--- src/slow_sleep_defines.svh ---
// constants for the slow/sleep power control block
// assumes a 25 MHz system clock; included by bare name
`ifndef SLOW_SLEEP_DEFINES_SVH
`define SLOW_SLEEP_DEFINES_SVH
`define OFF_SLOW_CLOCK 8'h00
`define OFF_CLOCK_RATIO 8'h04
`define OFF_CLOCK_GATE 8'h08
`define OFF_LOCK_TIME 8'h0c
`define OFF_GENERAL_STATUS 8'h10
`define OFF_RESET_STATUS 8'h14
`define OFF_WAKE_MASK 8'h18
`define OFF_SOURCE_PEND 8'h1c
`define OFF_EXT_PEND 8'h20
`define SLOW_DIV_LSB 0
`define SLOW_EN_BIT 4
`define PLL_OFF_BIT 5
`define PCLK_SEL_BIT 0
`define HCLK_SEL_BIT 1
`define SLEEP_BIT 3
`define RST_WAKE_BIT 2
`define GEN_STATUS_LSB 3
`define LOCK_TIME_RESET 16'hffff
`define LOCK_TIME_US 300
`define CLK_MHZ 25
`define LOCK_MIN_CYCLES ((`LOCK_TIME_US) * (`CLK_MHZ))
`define WAKE_RESET_COUNT 16'hffff
`endif

--- src/slow_sleep_pkg.sv ---
// types for the slow/sleep power control block
// no assumptions beyond the defines header
package slow_sleep_pkg;
	typedef enum logic [1:0] {
		pm_normal,
		pm_lock,
		pm_sleep,
		pm_wake_reset
	} pm_state_t;
endpackage

--- src/slow_sleep_power_control.sv ---
// slow clock divider, pll lock sequencing, sleep entry and wake-up reset
// assumes an apb master on clk; crystal_input is a free-running clock enable pulse source
//
// Local design decisions: the APB slave port and the register addresses.
`timescale 1ns/10ps
`include "slow_sleep_defines.svh"

// Operation
// slow mode divides the crystal or external clock, bypassing the pll
// slow divider codes 0..7 give divide by 1,2,4,6,8,10,12,14; usb clock unchanged
// bus clock is core or half; peripheral clock is bus or half
// main pll may be powered off while slow mode is on
// leaving slow mode with pll off inserts lock interval from lock register
// lock interval after pll power-on lasts 300 microseconds
// during lock interval the core clock stays the divided slow clock
// setting slow enable with pll on switches core clock to slow clock
// clearing slow enable after lock elapsed switches to pll at once
// clearing slow enable and pll off together switches after lock ends
// sleep removes core power; wake by external pins 15..0 or rtc alarm
// masked wake source still wakes but sets no pending bit
// software suspends usb pads before sleep
// software puts sdram in self-refresh before sleep
// software protects sdram clock pins before sleep
// software sets data bus pull-ups before sleep
// software masks interrupts, then sets sleep bit last
// general status bits 4:3 survive sleep
// wake-up asserts internal reset for 65535 crystal periods via 16-bit counter
// reset status bit 2 marks power-up from sleep wake-up
// software releases sdram protection after wake-up
// wake on pins 3:0 sets source pending; 15:4 only ext pending
// core power enable high keeps supplies on, low during sleep
// no wake-up while battery fault input is low
// core clock source switching is glitch-free
// wake reset counter counts from zero and releases at terminal value
module slow_sleep_power_control
	import slow_sleep_pkg::*;
#(
	parameter int unsigned LOCK_CYCLES = `LOCK_MIN_CYCLES
) (
	input wire logic clk,
	input wire logic resetn,
	input wire logic psel,
	input wire logic penable,
	input wire logic pwrite,
	input wire logic [7:0] paddr,
	input wire logic [31:0] pwdata,
	output logic [31:0] prdata,
	output logic pready,
	output logic pslverr,
	input wire logic crystal_input,
	input wire logic pll_clock_tick,
	input wire logic [15:0] external_interrupt_pin,
	input wire logic rtc_alarm,
	input wire logic battery_fault_input_n,
	output logic core_clock,
	output logic hclk_tick,
	output logic pclk_tick,
	output logic core_clock_is_pll,
	output logic main_pll_power,
	output logic core_power_enable,
	output logic internal_reset_n
);
	// clocks are modelled as one-cycle ticks on clk so switching stays glitch-free
	logic [2:0] slow_divider_value_ff;
	logic slow_en_ff, main_pll_off_bit_ff;
	logic hclk_divider_select_ff, pclk_divider_select_ff;
	logic [15:0] lock_time_ff;
	logic [1:0] general_status_ff;
	logic reset_wake_ff;
	logic [15:0] wake_mask_ff, source_pend_ff, ext_pend_ff;
	logic [31:0] lock_cnt_ff;
	logic [15:0] wake_cnt_ff;
	logic [3:0] div_cnt_ff;
	logic hdiv_ff, pdiv_ff;
	logic use_pll_ff;
	logic power_on_ff, core_reset_n_ff;
	pm_state_t state_ff;
	logic wr, slow_tick, core_tick, wake_event;
	logic [15:0] pend_set, pend_clr, nxt_source_pend, nxt_ext_pend;
	logic [3:0] div_n;
	logic [31:0] lock_target;

	assign wr = psel & penable & pwrite;
	assign pready = 1'b1;
	assign pslverr = 1'b0;
	// wake only while battery is healthy
	assign wake_event = (|external_interrupt_pin | rtc_alarm) & battery_fault_input_n;

	always_comb begin
		unique case (slow_divider_value_ff)
			3'h0: div_n = 4'h1;
			3'h1: div_n = 4'h2;
			3'h2: div_n = 4'h4;
			3'h3: div_n = 4'h6;
			3'h4: div_n = 4'h8;
			3'h5: div_n = 4'ha;
			3'h6: div_n = 4'hc;
			3'h7: div_n = 4'he;
		endcase
	end

	// slow clock: divide crystal ticks directly, pll not involved
	// a new code applies from the next slow tick at the latest; one period may be short
	always_ff @(posedge clk or negedge resetn) begin
		if (!resetn) begin
			div_cnt_ff <= 4'h0;
		end else if (crystal_input) begin
			if (div_cnt_ff >= div_n - 4'h1) begin
				div_cnt_ff <= 4'h0;
			end else begin
				div_cnt_ff <= div_cnt_ff + 4'h1;
			end
		end
	end
	assign slow_tick = crystal_input && (div_cnt_ff >= div_n - 4'h1);

	// whole ticks only from either source, so no shortened pulse
	assign core_tick = use_pll_ff ? pll_clock_tick : slow_tick;
	assign core_clock = core_tick;
	assign core_clock_is_pll = use_pll_ff;
	assign main_pll_power = ~main_pll_off_bit_ff;

	// bus dividers run free, so a ratio change may shorten one bus period
	always_ff @(posedge clk or negedge resetn) begin
		if (!resetn) begin
			hdiv_ff <= 1'b0;
			pdiv_ff <= 1'b0;
		end else begin
			if (core_tick) begin
				hdiv_ff <= ~hdiv_ff;
			end
			if (hclk_tick) begin
				pdiv_ff <= ~pdiv_ff;
			end
		end
	end
	assign hclk_tick = core_tick & (~hclk_divider_select_ff | hdiv_ff);
	assign pclk_tick = hclk_tick & (~pclk_divider_select_ff | pdiv_ff);

	// the longer of the fixed floor and the software count, so a small count cannot cut the lock
	assign lock_target = LOCK_CYCLES > 32'(lock_time_ff) ? LOCK_CYCLES : 32'(lock_time_ff);

	// register writes
	always_ff @(posedge clk or negedge resetn) begin
		if (!resetn) begin
			slow_divider_value_ff <= 3'h0;
			slow_en_ff <= 1'b0;
			main_pll_off_bit_ff <= 1'b0;
			hclk_divider_select_ff <= 1'b0;
			pclk_divider_select_ff <= 1'b0;
			lock_time_ff <= `LOCK_TIME_RESET;
			wake_mask_ff <= 16'h0000;
		end else if (wr) begin
			unique case (paddr)
				`OFF_SLOW_CLOCK: begin
					slow_divider_value_ff <= pwdata[`SLOW_DIV_LSB +: 3];
					slow_en_ff <= pwdata[`SLOW_EN_BIT];
					// pll may only be off while slow mode is on
					main_pll_off_bit_ff <= pwdata[`PLL_OFF_BIT] & pwdata[`SLOW_EN_BIT];
				end
				`OFF_CLOCK_RATIO: begin
					hclk_divider_select_ff <= pwdata[`HCLK_SEL_BIT];
					pclk_divider_select_ff <= pwdata[`PCLK_SEL_BIT];
				end
				`OFF_LOCK_TIME: lock_time_ff <= pwdata[15:0];
				`OFF_WAKE_MASK: wake_mask_ff <= pwdata[15:0];
				default: ;
			endcase
		end
	end

	// general status held in the always-on domain: not cleared by wake reset
	always_ff @(posedge clk or negedge resetn) begin
		if (!resetn) begin
			general_status_ff <= 2'h0;
		end else if (wr && paddr == `OFF_GENERAL_STATUS) begin
			general_status_ff <= pwdata[`GEN_STATUS_LSB +: 2];
		end
	end

	// power state sequencing
	always_ff @(posedge clk or negedge resetn) begin
		if (!resetn) begin
			state_ff <= pm_normal;
			use_pll_ff <= 1'b0;
			lock_cnt_ff <= 32'h0;
			wake_cnt_ff <= 16'h0000;
			power_on_ff <= 1'b1;
			core_reset_n_ff <= 1'b1;
		end else begin
			unique case (state_ff)
				pm_normal: begin
					if (wr && paddr == `OFF_CLOCK_GATE && pwdata[`SLEEP_BIT]) begin
						state_ff <= pm_sleep;
						power_on_ff <= 1'b0;
						core_reset_n_ff <= 1'b0;
					end else if (wr && paddr == `OFF_SLOW_CLOCK) begin
						if (pwdata[`SLOW_EN_BIT]) begin
							use_pll_ff <= 1'b0;
						end else if (main_pll_off_bit_ff) begin
							// pll was off: stay on slow clock through lock
							lock_cnt_ff <= 32'h0;
							state_ff <= pm_lock;
						end else begin
							use_pll_ff <= 1'b1;
						end
					end
				end
				pm_lock: begin
					use_pll_ff <= 1'b0;
					if (lock_cnt_ff >= lock_target - 32'h1) begin
						// a slow-enable write landing on the last lock cycle must still win
						use_pll_ff <= ~slow_en_ff
							& ~(wr && paddr == `OFF_SLOW_CLOCK && pwdata[`SLOW_EN_BIT]);
						state_ff <= pm_normal;
					end else begin
						lock_cnt_ff <= lock_cnt_ff + 32'h1;
					end
				end
				pm_sleep: begin
					use_pll_ff <= 1'b0;
					if (wake_event) begin
						wake_cnt_ff <= 16'h0000;
						state_ff <= pm_wake_reset;
						power_on_ff <= 1'b1;
					end
				end
				// fixed length: with the crystal stopped the core stays in reset
				pm_wake_reset: begin
					if (crystal_input) begin
						if (wake_cnt_ff == `WAKE_RESET_COUNT - 16'h1) begin
							state_ff <= pm_normal;
							core_reset_n_ff <= 1'b1;
						end else begin
							wake_cnt_ff <= wake_cnt_ff + 16'h1;
						end
					end
				end
			endcase
		end
	end

	// straight from flip-flops: decoding the state here could glitch the regulator enable
	assign core_power_enable = power_on_ff;
	assign internal_reset_n = core_reset_n_ff;

	// per pin: an unmasked wake sets the bit, writing 1 clears it, and a set wins a tie;
	// masked pins still wake the core but leave no trace here
	for (genvar i = 0; i < 16; i++) begin : g_pend
		assign pend_set[i] = (state_ff == pm_sleep) && wake_event
			&& external_interrupt_pin[i] && !wake_mask_ff[i];
		if (i < 4) begin : g_src
			assign pend_clr[i] = wr && (paddr == `OFF_SOURCE_PEND) && pwdata[i];
			assign nxt_source_pend[i] = pend_set[i] | (source_pend_ff[i] & ~pend_clr[i]);
			assign nxt_ext_pend[i] = 1'b0;
		end else begin : g_ext
			assign pend_clr[i] = wr && (paddr == `OFF_EXT_PEND) && pwdata[i];
			assign nxt_ext_pend[i] = pend_set[i] | (ext_pend_ff[i] & ~pend_clr[i]);
			assign nxt_source_pend[i] = 1'b0;
		end
	end

	// pending and reset-status flags: hardware set wins over software clear
	always_ff @(posedge clk or negedge resetn) begin
		if (!resetn) begin
			source_pend_ff <= 16'h0000;
			ext_pend_ff <= 16'h0000;
			reset_wake_ff <= 1'b0;
		end else begin
			source_pend_ff <= nxt_source_pend;
			ext_pend_ff <= nxt_ext_pend;
			if (wr && paddr == `OFF_RESET_STATUS && pwdata[`RST_WAKE_BIT]) begin
				reset_wake_ff <= 1'b0;
			end
			if (state_ff == pm_sleep && wake_event) begin
				reset_wake_ff <= 1'b1;
			end
		end
	end

	always_ff @(posedge clk or negedge resetn) begin
		if (!resetn) begin
			prdata <= 32'h0;
		end else if (psel && !penable && !pwrite) begin
			unique case (paddr)
				`OFF_SLOW_CLOCK: prdata <= {26'h0, main_pll_off_bit_ff, slow_en_ff, 1'b0,
					slow_divider_value_ff};
				`OFF_CLOCK_RATIO: prdata <= {30'h0, hclk_divider_select_ff,
					pclk_divider_select_ff};
				`OFF_CLOCK_GATE: prdata <= {28'h0, state_ff == pm_sleep, 2'h0,
					use_pll_ff};
				`OFF_LOCK_TIME: prdata <= {16'h0, lock_time_ff};
				`OFF_GENERAL_STATUS: prdata <= {27'h0, general_status_ff, 3'h0};
				`OFF_RESET_STATUS: prdata <= {29'h0, reset_wake_ff, 2'h0};
				`OFF_WAKE_MASK: prdata <= {16'h0, wake_mask_ff};
				`OFF_SOURCE_PEND: prdata <= {16'h0, source_pend_ff};
				`OFF_EXT_PEND: prdata <= {16'h0, ext_pend_ff};
				default: prdata <= 32'h0;
			endcase
		end
	end
endmodule

--- config.mk ---
export PLATFORM = sky130hd
export DESIGN_NAME = slow_sleep_power_control
export DESIGN_NICKNAME = d
export VERILOG_FILES = /design/src/slow_sleep_pkg.sv /design/src/slow_sleep_power_control.sv
export VERILOG_INCLUDE_DIRS = /design/src /design/src/src
export SDC_FILE = /design/constraint.sdc
export NUM_CORES = 1
export LEC_CHECK = 0
export BUFFER_PORTS_ARGS = -buffer_cell sky130_fd_sc_hd__buf_2
export CORE_MARGIN = 2
export CORE_UTILIZATION = 60
export CTS_BUF_LIST = sky130_fd_sc_hd__clkbuf_8
export CTS_CLUSTER_DIAMETER = 80
export DETAILED_ROUTE_END_ITERATION = 10
export GPL_TIMING_DRIVEN = 0
export HOLD_SLACK_MARGIN = 0.1
export PLACE_DENSITY = 0.82
export SYNTH_ARGS = -nofsm -noshare
export SYNTH_HDL_FRONTEND = slang
export SYNTH_SLANG_ARGS = --single-unit
--- constraint.sdc ---
create_clock -name clk -period 4.9 [get_ports clk]
set_input_delay 0.245 -clock clk [delete_from_list [all_inputs] [get_ports clk]]
set_output_delay 0.245 -clock clk [all_outputs]
set_load 0.03 [all_outputs]
==> impl_results.md, run 1 <==
- CTS buffer count: 17
- Crit Path Category: flop to flop
- Max Cap Violations: 0
- DRT met1 WL: 8700 µm
- Vias in the first global route: 6960
- GRT overflow: 0
- Worst Clk Skew: 0.0149 ns
- Die footprint: 0.0143 mm²
- DR top layer: met4
- Fin. max-slew vios: 0
- Routed Antenna Nets: 0
- Fmax: 217 MHz
- Tcrit/Tclk final: 94.2%
- Leakage: 4.41 nW
- Critical Path AT: 5.00 ns
- Setup crit start: lock_time_ff[3]
- Minimum clock period: 4.62 ns
- End point of the critical path: lock_cnt_ff[8]
- Hold WC Path Type: input pin to flop
- Most common cell after layout, fill and taps aside: dfrtp_1
- Synthesized area: 0.00803 mm²
- I/O pin count: 106
- Routability congestion estimate: 0.882
- Worst R2R Start: lock_time_ff[3]
- Final Hold Vio Count: 0
- Worst VDD drop: 0.265 mV
- Final net count: 1097
- Residual DRC: 0
- DP Cell Count: 1107
- Dpl cell area: 0.00876 mm²
- # fillers: 947
- Register area share after synthesis: 41.7%
- Post-synth EDFFs: 0
- Area grow syn2layout: 19.6%
- Synth Warn #: 0
- Critical path capture point type: flop
- Post-route setup slack: 0.282 ns
- Worst Reg2Reg Path Length in Cells: 23
- R2r setup slk: 0.28 ns
- DRT iter0 DRCs: 712
- CTS Buffer Depth: 2
- TritonRoute pass-1 iters: 8
- Multi-input logic area: 0.00448 mm²
- Final Util: 73.1%
- Status: complete, no violations
- Post-route cell area: 0.00960 mm²
- CTS sink cnt: 133
- Worst-margin pin slew: 0.898 ns
- Met3 wire length: 1560 µm
- Clock Latency Late Sink: 0.46 ns
- Final Setup Violations: 0
- Via count: 7246
- Ant. Diodes: 0
- Routed length on met2: 10400 µm
- Cell variety after synth: 71
- Routed WL: 21200 µm
- Largest net degree at the start of global routing: 100
- Relative max-transition margin: 39.4%
- PD cells: 242 mW/mm²
- Syn Inst Count: 827
- Clock transition at path regs: 0.08 ns
- Synth Area per Inst: 9.71 µm²
- Port buffer count: 71
- Initial core utilization: 61.1%
- CTS tree: built
- Dpl hpwl: 13900 µm
- Setup TNS: 0 ns
- First-pass GRT wire length: 34000 µm
- Root Buffer: clkbuf_8
- Post-Layout Cell Count: 1174
- Post-placement setup slack: -0.346 ns
- Wire per inst: 18.1 µm
- CP required: 5.29 ns
- Async SR Flop Fraction: 100%
- Yosys reg bits: 133
- Placement Rows: 42
- Startpoint Class: flop
- Max Fanout on Critical Path: 10
- Tot GR Track Use: 30.0%
- Worst R2R End: lock_cnt_ff[8]
- Most used DFF post-synth: dfrtp_1
- H-tree depth: 4
- Register area: 0.00335 mm²
- Initial antenna violation count: 0
- Die height: 120 µm
- Layout cell share with drive strength beyond 1: 21.6%
- Vias per cell: 6.17
- Most frequent cells in the layout: dfrtp_1 (115), nand2_1 (88), buf_2 (72)
- Core area: 0.0131 mm²
- Die W: 120 µm
[worst max-delay path, cell delays in order, from the launching register on]
cell and delay [ns]:
dfstp_2 0.36, clkbuf_1 0.19, a211o_1 0.31, a21oi_1 0.15, nor2b_1 0.08, o2111ai_2 0.19, nand2_2 0.15, nand2_1 0.14
ha_1 0.18, nand2_1 0.13, nor3_4 0.26, nand2_2 0.13, nor4_4 0.30, xor2_1 0.17, nor2_1 0.06, ha_1 0.28
nand4_1 0.20, a2111oi_4 0.33, o21bai_4 0.15, and3_1 0.17, buf_4 0.16, a21oi_2 0.15, buf_6 0.17, o21a_1 0.14
[per-layer routing]
layer / vias up / track usage, %
met5: - / 0
met4: 0 / 13.1
met3: 64 / 7.13
met2: 328 / 49.0
met1: 3521 / 38.2
li1: 3333 / -
[state kept, by name, summed over array words and instances (netlist names), 2 cells and up]
signal,count
wake_mask_ff,16
prdata,16
lock_cnt_ff,32
source_pend_ff,4
lock_time_ff,16
wake_cnt_ff,16
state_ff,2
ext_pend_ff,12
slow_divider_value_ff,3
general_status_ff,2
div_cnt_ff,4
[report_power, final]
| group | internal [W] | switching [W] |
|---|---|---|
| Combinational | 0.000108 | 0.000153 |
| Sequential | 0.00114 | 0.0000327 |
| Clock | 0.000452 | 0.000442 |
| Total | 0.00170 | 0.000629 |
[cell type report]
cell class                 count  area share [%]
timing repair buffer         109            7.80
buffer                        51            3.04
clock inverter                14            1.26
tap                          176            2.29
multi-input combinational    636            46.7
inverter                      37            1.45
clock buffer                  18            2.58
sequential                   133            34.9
[cells by family after synthesis]
kind of cell             count (synthesis)  synth area share [%]
adder cells (fa/ha/maj)                 47                  7.33
XOR/XNOR                                28                  3.06
multiplexers                            44                  6.11
buffers and inverters                   90                  5.41
AND/OR/NAND/NOR                        292                  18.2
other                                    2                0.0936
flip-flops                             133                  41.7
AO/OA/AOI/OAI                          191                  18.0
[cell usage after synthesis (all sizes together) (2+ instances only)]
library cell / n / area, µm²
a211oi: 3 / 27.5
a21boi: 3 / 22.5
a21o: 9 / 67.6
a21oi: 31 / 159
a221o: 12 / 120
a222oi: 7 / 70.1
a22o: 16 / 140
a22oi: 5 / 37.5
a2bb2oi: 3 / 26.3
a31oi: 12 / 75.1
a32o: 16 / 160
a41oi: 6 / 60.1
and2: 10 / 62.6
and3: 18 / 113
and4: 7 / 61.3
buf: 25 / 190
clkbuf: 28 / 105
conb: 2 / 7.51
dfrtp: 115 / 2880
dfstp: 18 / 473
ha: 47 / 588
inv: 37 / 139
mux2: 40 / 450
mux2i: 4 / 40.0
nand2: 91 / 344
nand2b: 6 / 37.5
nand3: 28 / 140
nand3b: 2 / 15.0
nand4: 19 / 125
nor2: 59 / 224
nor2b: 4 / 25.0
nor3: 27 / 156
nor4: 10 / 77.6
o211ai: 4 / 30.0
o21a: 3 / 22.5
o21ai: 32 / 160
o22a: 6 / 52.6
o22ai: 3 / 18.8
o31ai: 6 / 50.1
o41ai: 6 / 75.1
or3: 5 / 31.3
or4: 2 / 15.0
xnor2: 10 / 87.6
xor2: 18 / 158
[through the flow]
| stage | total power, W | hold slack (ns) |
|---|---|---|
| floorplan | 0.00132 | -0.0506 |
| global placement | 0.00141 | 0.456 |
| detailed placement | 0.00141 | 0.162 |
| CTS | 0.00231 | 0.113 |
| global route | 0.00240 | 0.142 |
| finish | 0.00232 | 0.171 |
[how the worst min path moves through the flow]
stage,start,to,depth (start not counted)
after floorplan,resetn,core_clock_is_pll,0
after global placement,hdiv_ff,hdiv_ff,1
after detailed placement,resetn,prdata[10],1
after CTS,pwdata[4],slow_en_ff,2
after global routing,pwdata[4],slow_en_ff,2
final,pwdata[4],slow_en_ff,2
[what timing repair did]
item                                   4_1_cts  5_1_grt
buffers inserted                             1        3
endpoints found under the hold margin       85        0
pin swaps                                    1        7
setup endpoints to repair                   16       35
hold buffers                                33        0
gates resized for setup                      6       19
(Power assumes the default switching activity.)
==> run 2, diff against run 1 <==
==> constraint.sdc (replaced) <==
create_clock -name clk -period 4.9 [get_ports clk]
set_input_delay 1.47 -clock clk [delete_from_list [all_inputs] [get_ports clk]]
set_output_delay 1.47 -clock clk [all_outputs]
set_load 0.03 [all_outputs]
==> impl_results.md, run 2 (synthesis results as in run 1) <==
- Status: complete, no violations
- Post-route cell area: 0.00926 mm² (-3.6%)
- Worst R2R End: lock_cnt_ff[26]
- R2r setup slk: 0.26 ns (-0.02 ns)
- TritonRoute pass-1 iters: 7 (-1)
- Clock transition at path regs: 0.07 ns (about the same)
- Critical Path AT: 3.19 ns (-1.81 ns)
- Worst R2R Start: lock_time_ff[3]
- CTS sink cnt: 133 (unchanged)
- Initial core utilization: 61.1% (unchanged)
- Worst Hold Launch: pdiv_ff
- Post-route setup slack: 0.237 ns (-0.0453 ns)
- Routability congestion estimate: 0.882 (unchanged)
- Tot GR Track Use: 28.0% (-2.0 points)
- Via count: 6975 (-3.7%)
- Minimum clock period: 4.66 ns (+0.0453 ns)
- Vias per cell: 6.12 (-0.78%)
- Top reg by flops: lock_cnt_ff
- Critical path's largest stage delay: 0.42 ns (+0.06 ns)
- Critical path, cell by cell: or3_1 > ha_1 > ha_1 > a21o_1 > a21o_1 > a21oi_1 > o21ai_0 > o21ai_0 > a21oi_1 > buf_2
- Clock share of power: 38.7% (+0.2 points)
- Setup crit start: slow_divider_value_ff[0]
- First-pass GRT wire length: 31900 µm (-6.3%)
- Most frequent cells in the layout: dfrtp_1 (115), nand2_1 (88), buf_2 (72)
- Crit Path Category: flop to output port
- Relative max-transition margin: 39.0% (-0.38 points)
- DP Cell Count: 1107 (unchanged)
- Initial antenna violation count: 0 (unchanged)
- Critical path capture point type: output port
- Largest register FFs: 32 (unchanged)
- Largest net degree at the start of global routing: 100 (unchanged)
- Worst-margin pin slew: 0.904 ns (+0.00567 ns)
- Worst VDD drop: 0.255 mV (-3.9%)
- Final Hold Vio Count: 0 (unchanged)
- Port buffer count: 71 (unchanged)
- Post-Layout Cell Count: 1139 (-3.0%)
- PD cells: 247 mW/mm² (+1.9%)
- Fin. max-slew vios: 0 (unchanged)
- Max Cap Violations: 0 (unchanged)
- Max Fanout on Critical Path: 5 (-5)
- Internal power: 0.00168 W (-1.1%)
- # fillers: 1032 (+9.0%)
- Routed WL: 19600 µm (-7.7%)
- Die height: 120 µm (unchanged)
- Residual DRC: 0 (unchanged)
- Worst Clk Skew: 0.0136 ns (-0.00130 ns)
- CTS Buffer Depth: 2 (unchanged)
- CTS buffer count: 17 (unchanged)
- Die footprint: 0.0143 mm² (unchanged)
- Placement Rows: 42 (unchanged)
- Hold WC Path Type: flop to flop
- Tcrit/Tclk final: 95.2% (+0.92 points)
- Final net count: 1062 (-3.2%)
- Leakage: 4.26 nW (-3.3%)
- Register share of total power: 51.1% (+0.9 points)
- Dpl cell area: 0.00876 mm² (unchanged)
- Comb power frac: 10.2% (-1.0 points)
- Routed Antenna Nets: 0 (unchanged)
- Die W: 120 µm (unchanged)
- Final Util: 70.4% (-2.6 points)
- Layout cell share with drive strength beyond 1: 22.1% (+0.48 points)
- GRT overflow: 0 (unchanged)
- Clock Latency Late Sink: 0.45 ns (about the same)
- Setup TNS: 0 ns (unchanged)
- Worst Reg2Reg Path Length in Cells: 23 (unchanged)
- Wire per inst: 17.2 µm (-4.9%)
- Area grow syn2layout: 15.3%
- Sw Share: 26.5% (-0.50 points)
- Fmax: 214 MHz (-0.97%)
- DRT iter0 DRCs: 694 (-2.5%)
- Most common cell after layout, fill and taps aside: dfrtp_1
- Vias in the first global route: 6561 (-5.7%)
- H-tree depth: 4 (unchanged)
- End point of the critical path: pclk_tick
- Startpoint Class: flop
- Ant. Diodes: 0 (unchanged)
- Dpl hpwl: 13900 µm (unchanged)
- Switching power of the nets: 0.000606 W (-3.6%)
- Final Setup Violations: 0 (unchanged)
- CP required: 3.43 ns (-1.86 ns)
- Post-placement setup slack: -0.346 ns (unchanged)
- Core area: 0.0131 mm² (unchanged)
- Max stage delay cell, worst path: dfrtp_1
- Hold-fix buffers at CTS: 0 (-100%)
- CTS tree: built
- I/O pin count: 106 (unchanged)
- Root Buffer: clkbuf_8
[run 2: cell types whose count changed in the layout (fill, tap and decap cells not counted)]
cell,delta
nor2_1,+1
nor2_2,-1
buf_4,-2
dlygate4sd3_1,-33
[run 2: power by group through the flow]
stage	Combinational, W	Sequential [W]	Clock, W
global placement	0.000220	0.00119	0
global route	0.000262	0.00117	0.000935
CTS	0.000230	0.00117	0.000898
floorplan	0.000146	0.00118	0
finish	0.000233	0.00117	0.000883
detailed placement	0.000228	0.00119	0
[run 2: area by class of cell]
cell class	count	area, µm²	area share, %
clock buffer	18	248	2.68
timing repair buffer	74	404	4.37
tap	176	220	2.38
sequential	133	3350	36.2
inverter	37	139	1.50
multi-input combinational	636	4480	48.4
buffer	51	292	3.15
clock inverter	14	121	1.31
[run 2: layer usage]
metal	track usage (%)	share of wire (%)
met5	0	0
met4	9.71	1.5
met3	6.18	6.9
met2	45.0	48
met1	37.6	43
[run 2: worst min path at each step]
stage | endpoint | slack (ns) | cells past startpoint
floorplan | hdiv_ff | 0.44 | 1
global placement | hdiv_ff | 0.46 | 1
detailed placement | pdiv_ff | 0.47 | 1
CTS | pdiv_ff | 0.48 | 1
global route | hdiv_ff | 0.49 | 1
finish | pdiv_ff | 0.48 | 1
[run 2: stage by stage]
stage               hold WS [ns]  total power [W]
floorplan                  0.436          0.00132
global placement           0.456          0.00141
detailed placement         0.469          0.00141
CTS                        0.481          0.00229
global route               0.495          0.00237
finish                     0.477          0.00228
[run 2: what timing repair did]
item / CTS / global route
pin swaps: 1 / 4
setup endpoints to repair: 16 / 35
gates resized for setup: 6 / 18
buffers inserted: 1 / 1
[run 2: critical path, delay by kind of cell, from the launching register on]
| family | cells | cell delay, ns |
|---|---|---|
| flip-flops | 1 | 0.42 |
| AND/OR/NAND/NOR | 1 | 0.42 |
| AO/OA/AOI/OAI | 6 | 1.14 |
| adder cells (fa/ha/maj) | 2 | 0.56 |
| buffers and inverters | 1 | 0.19 |
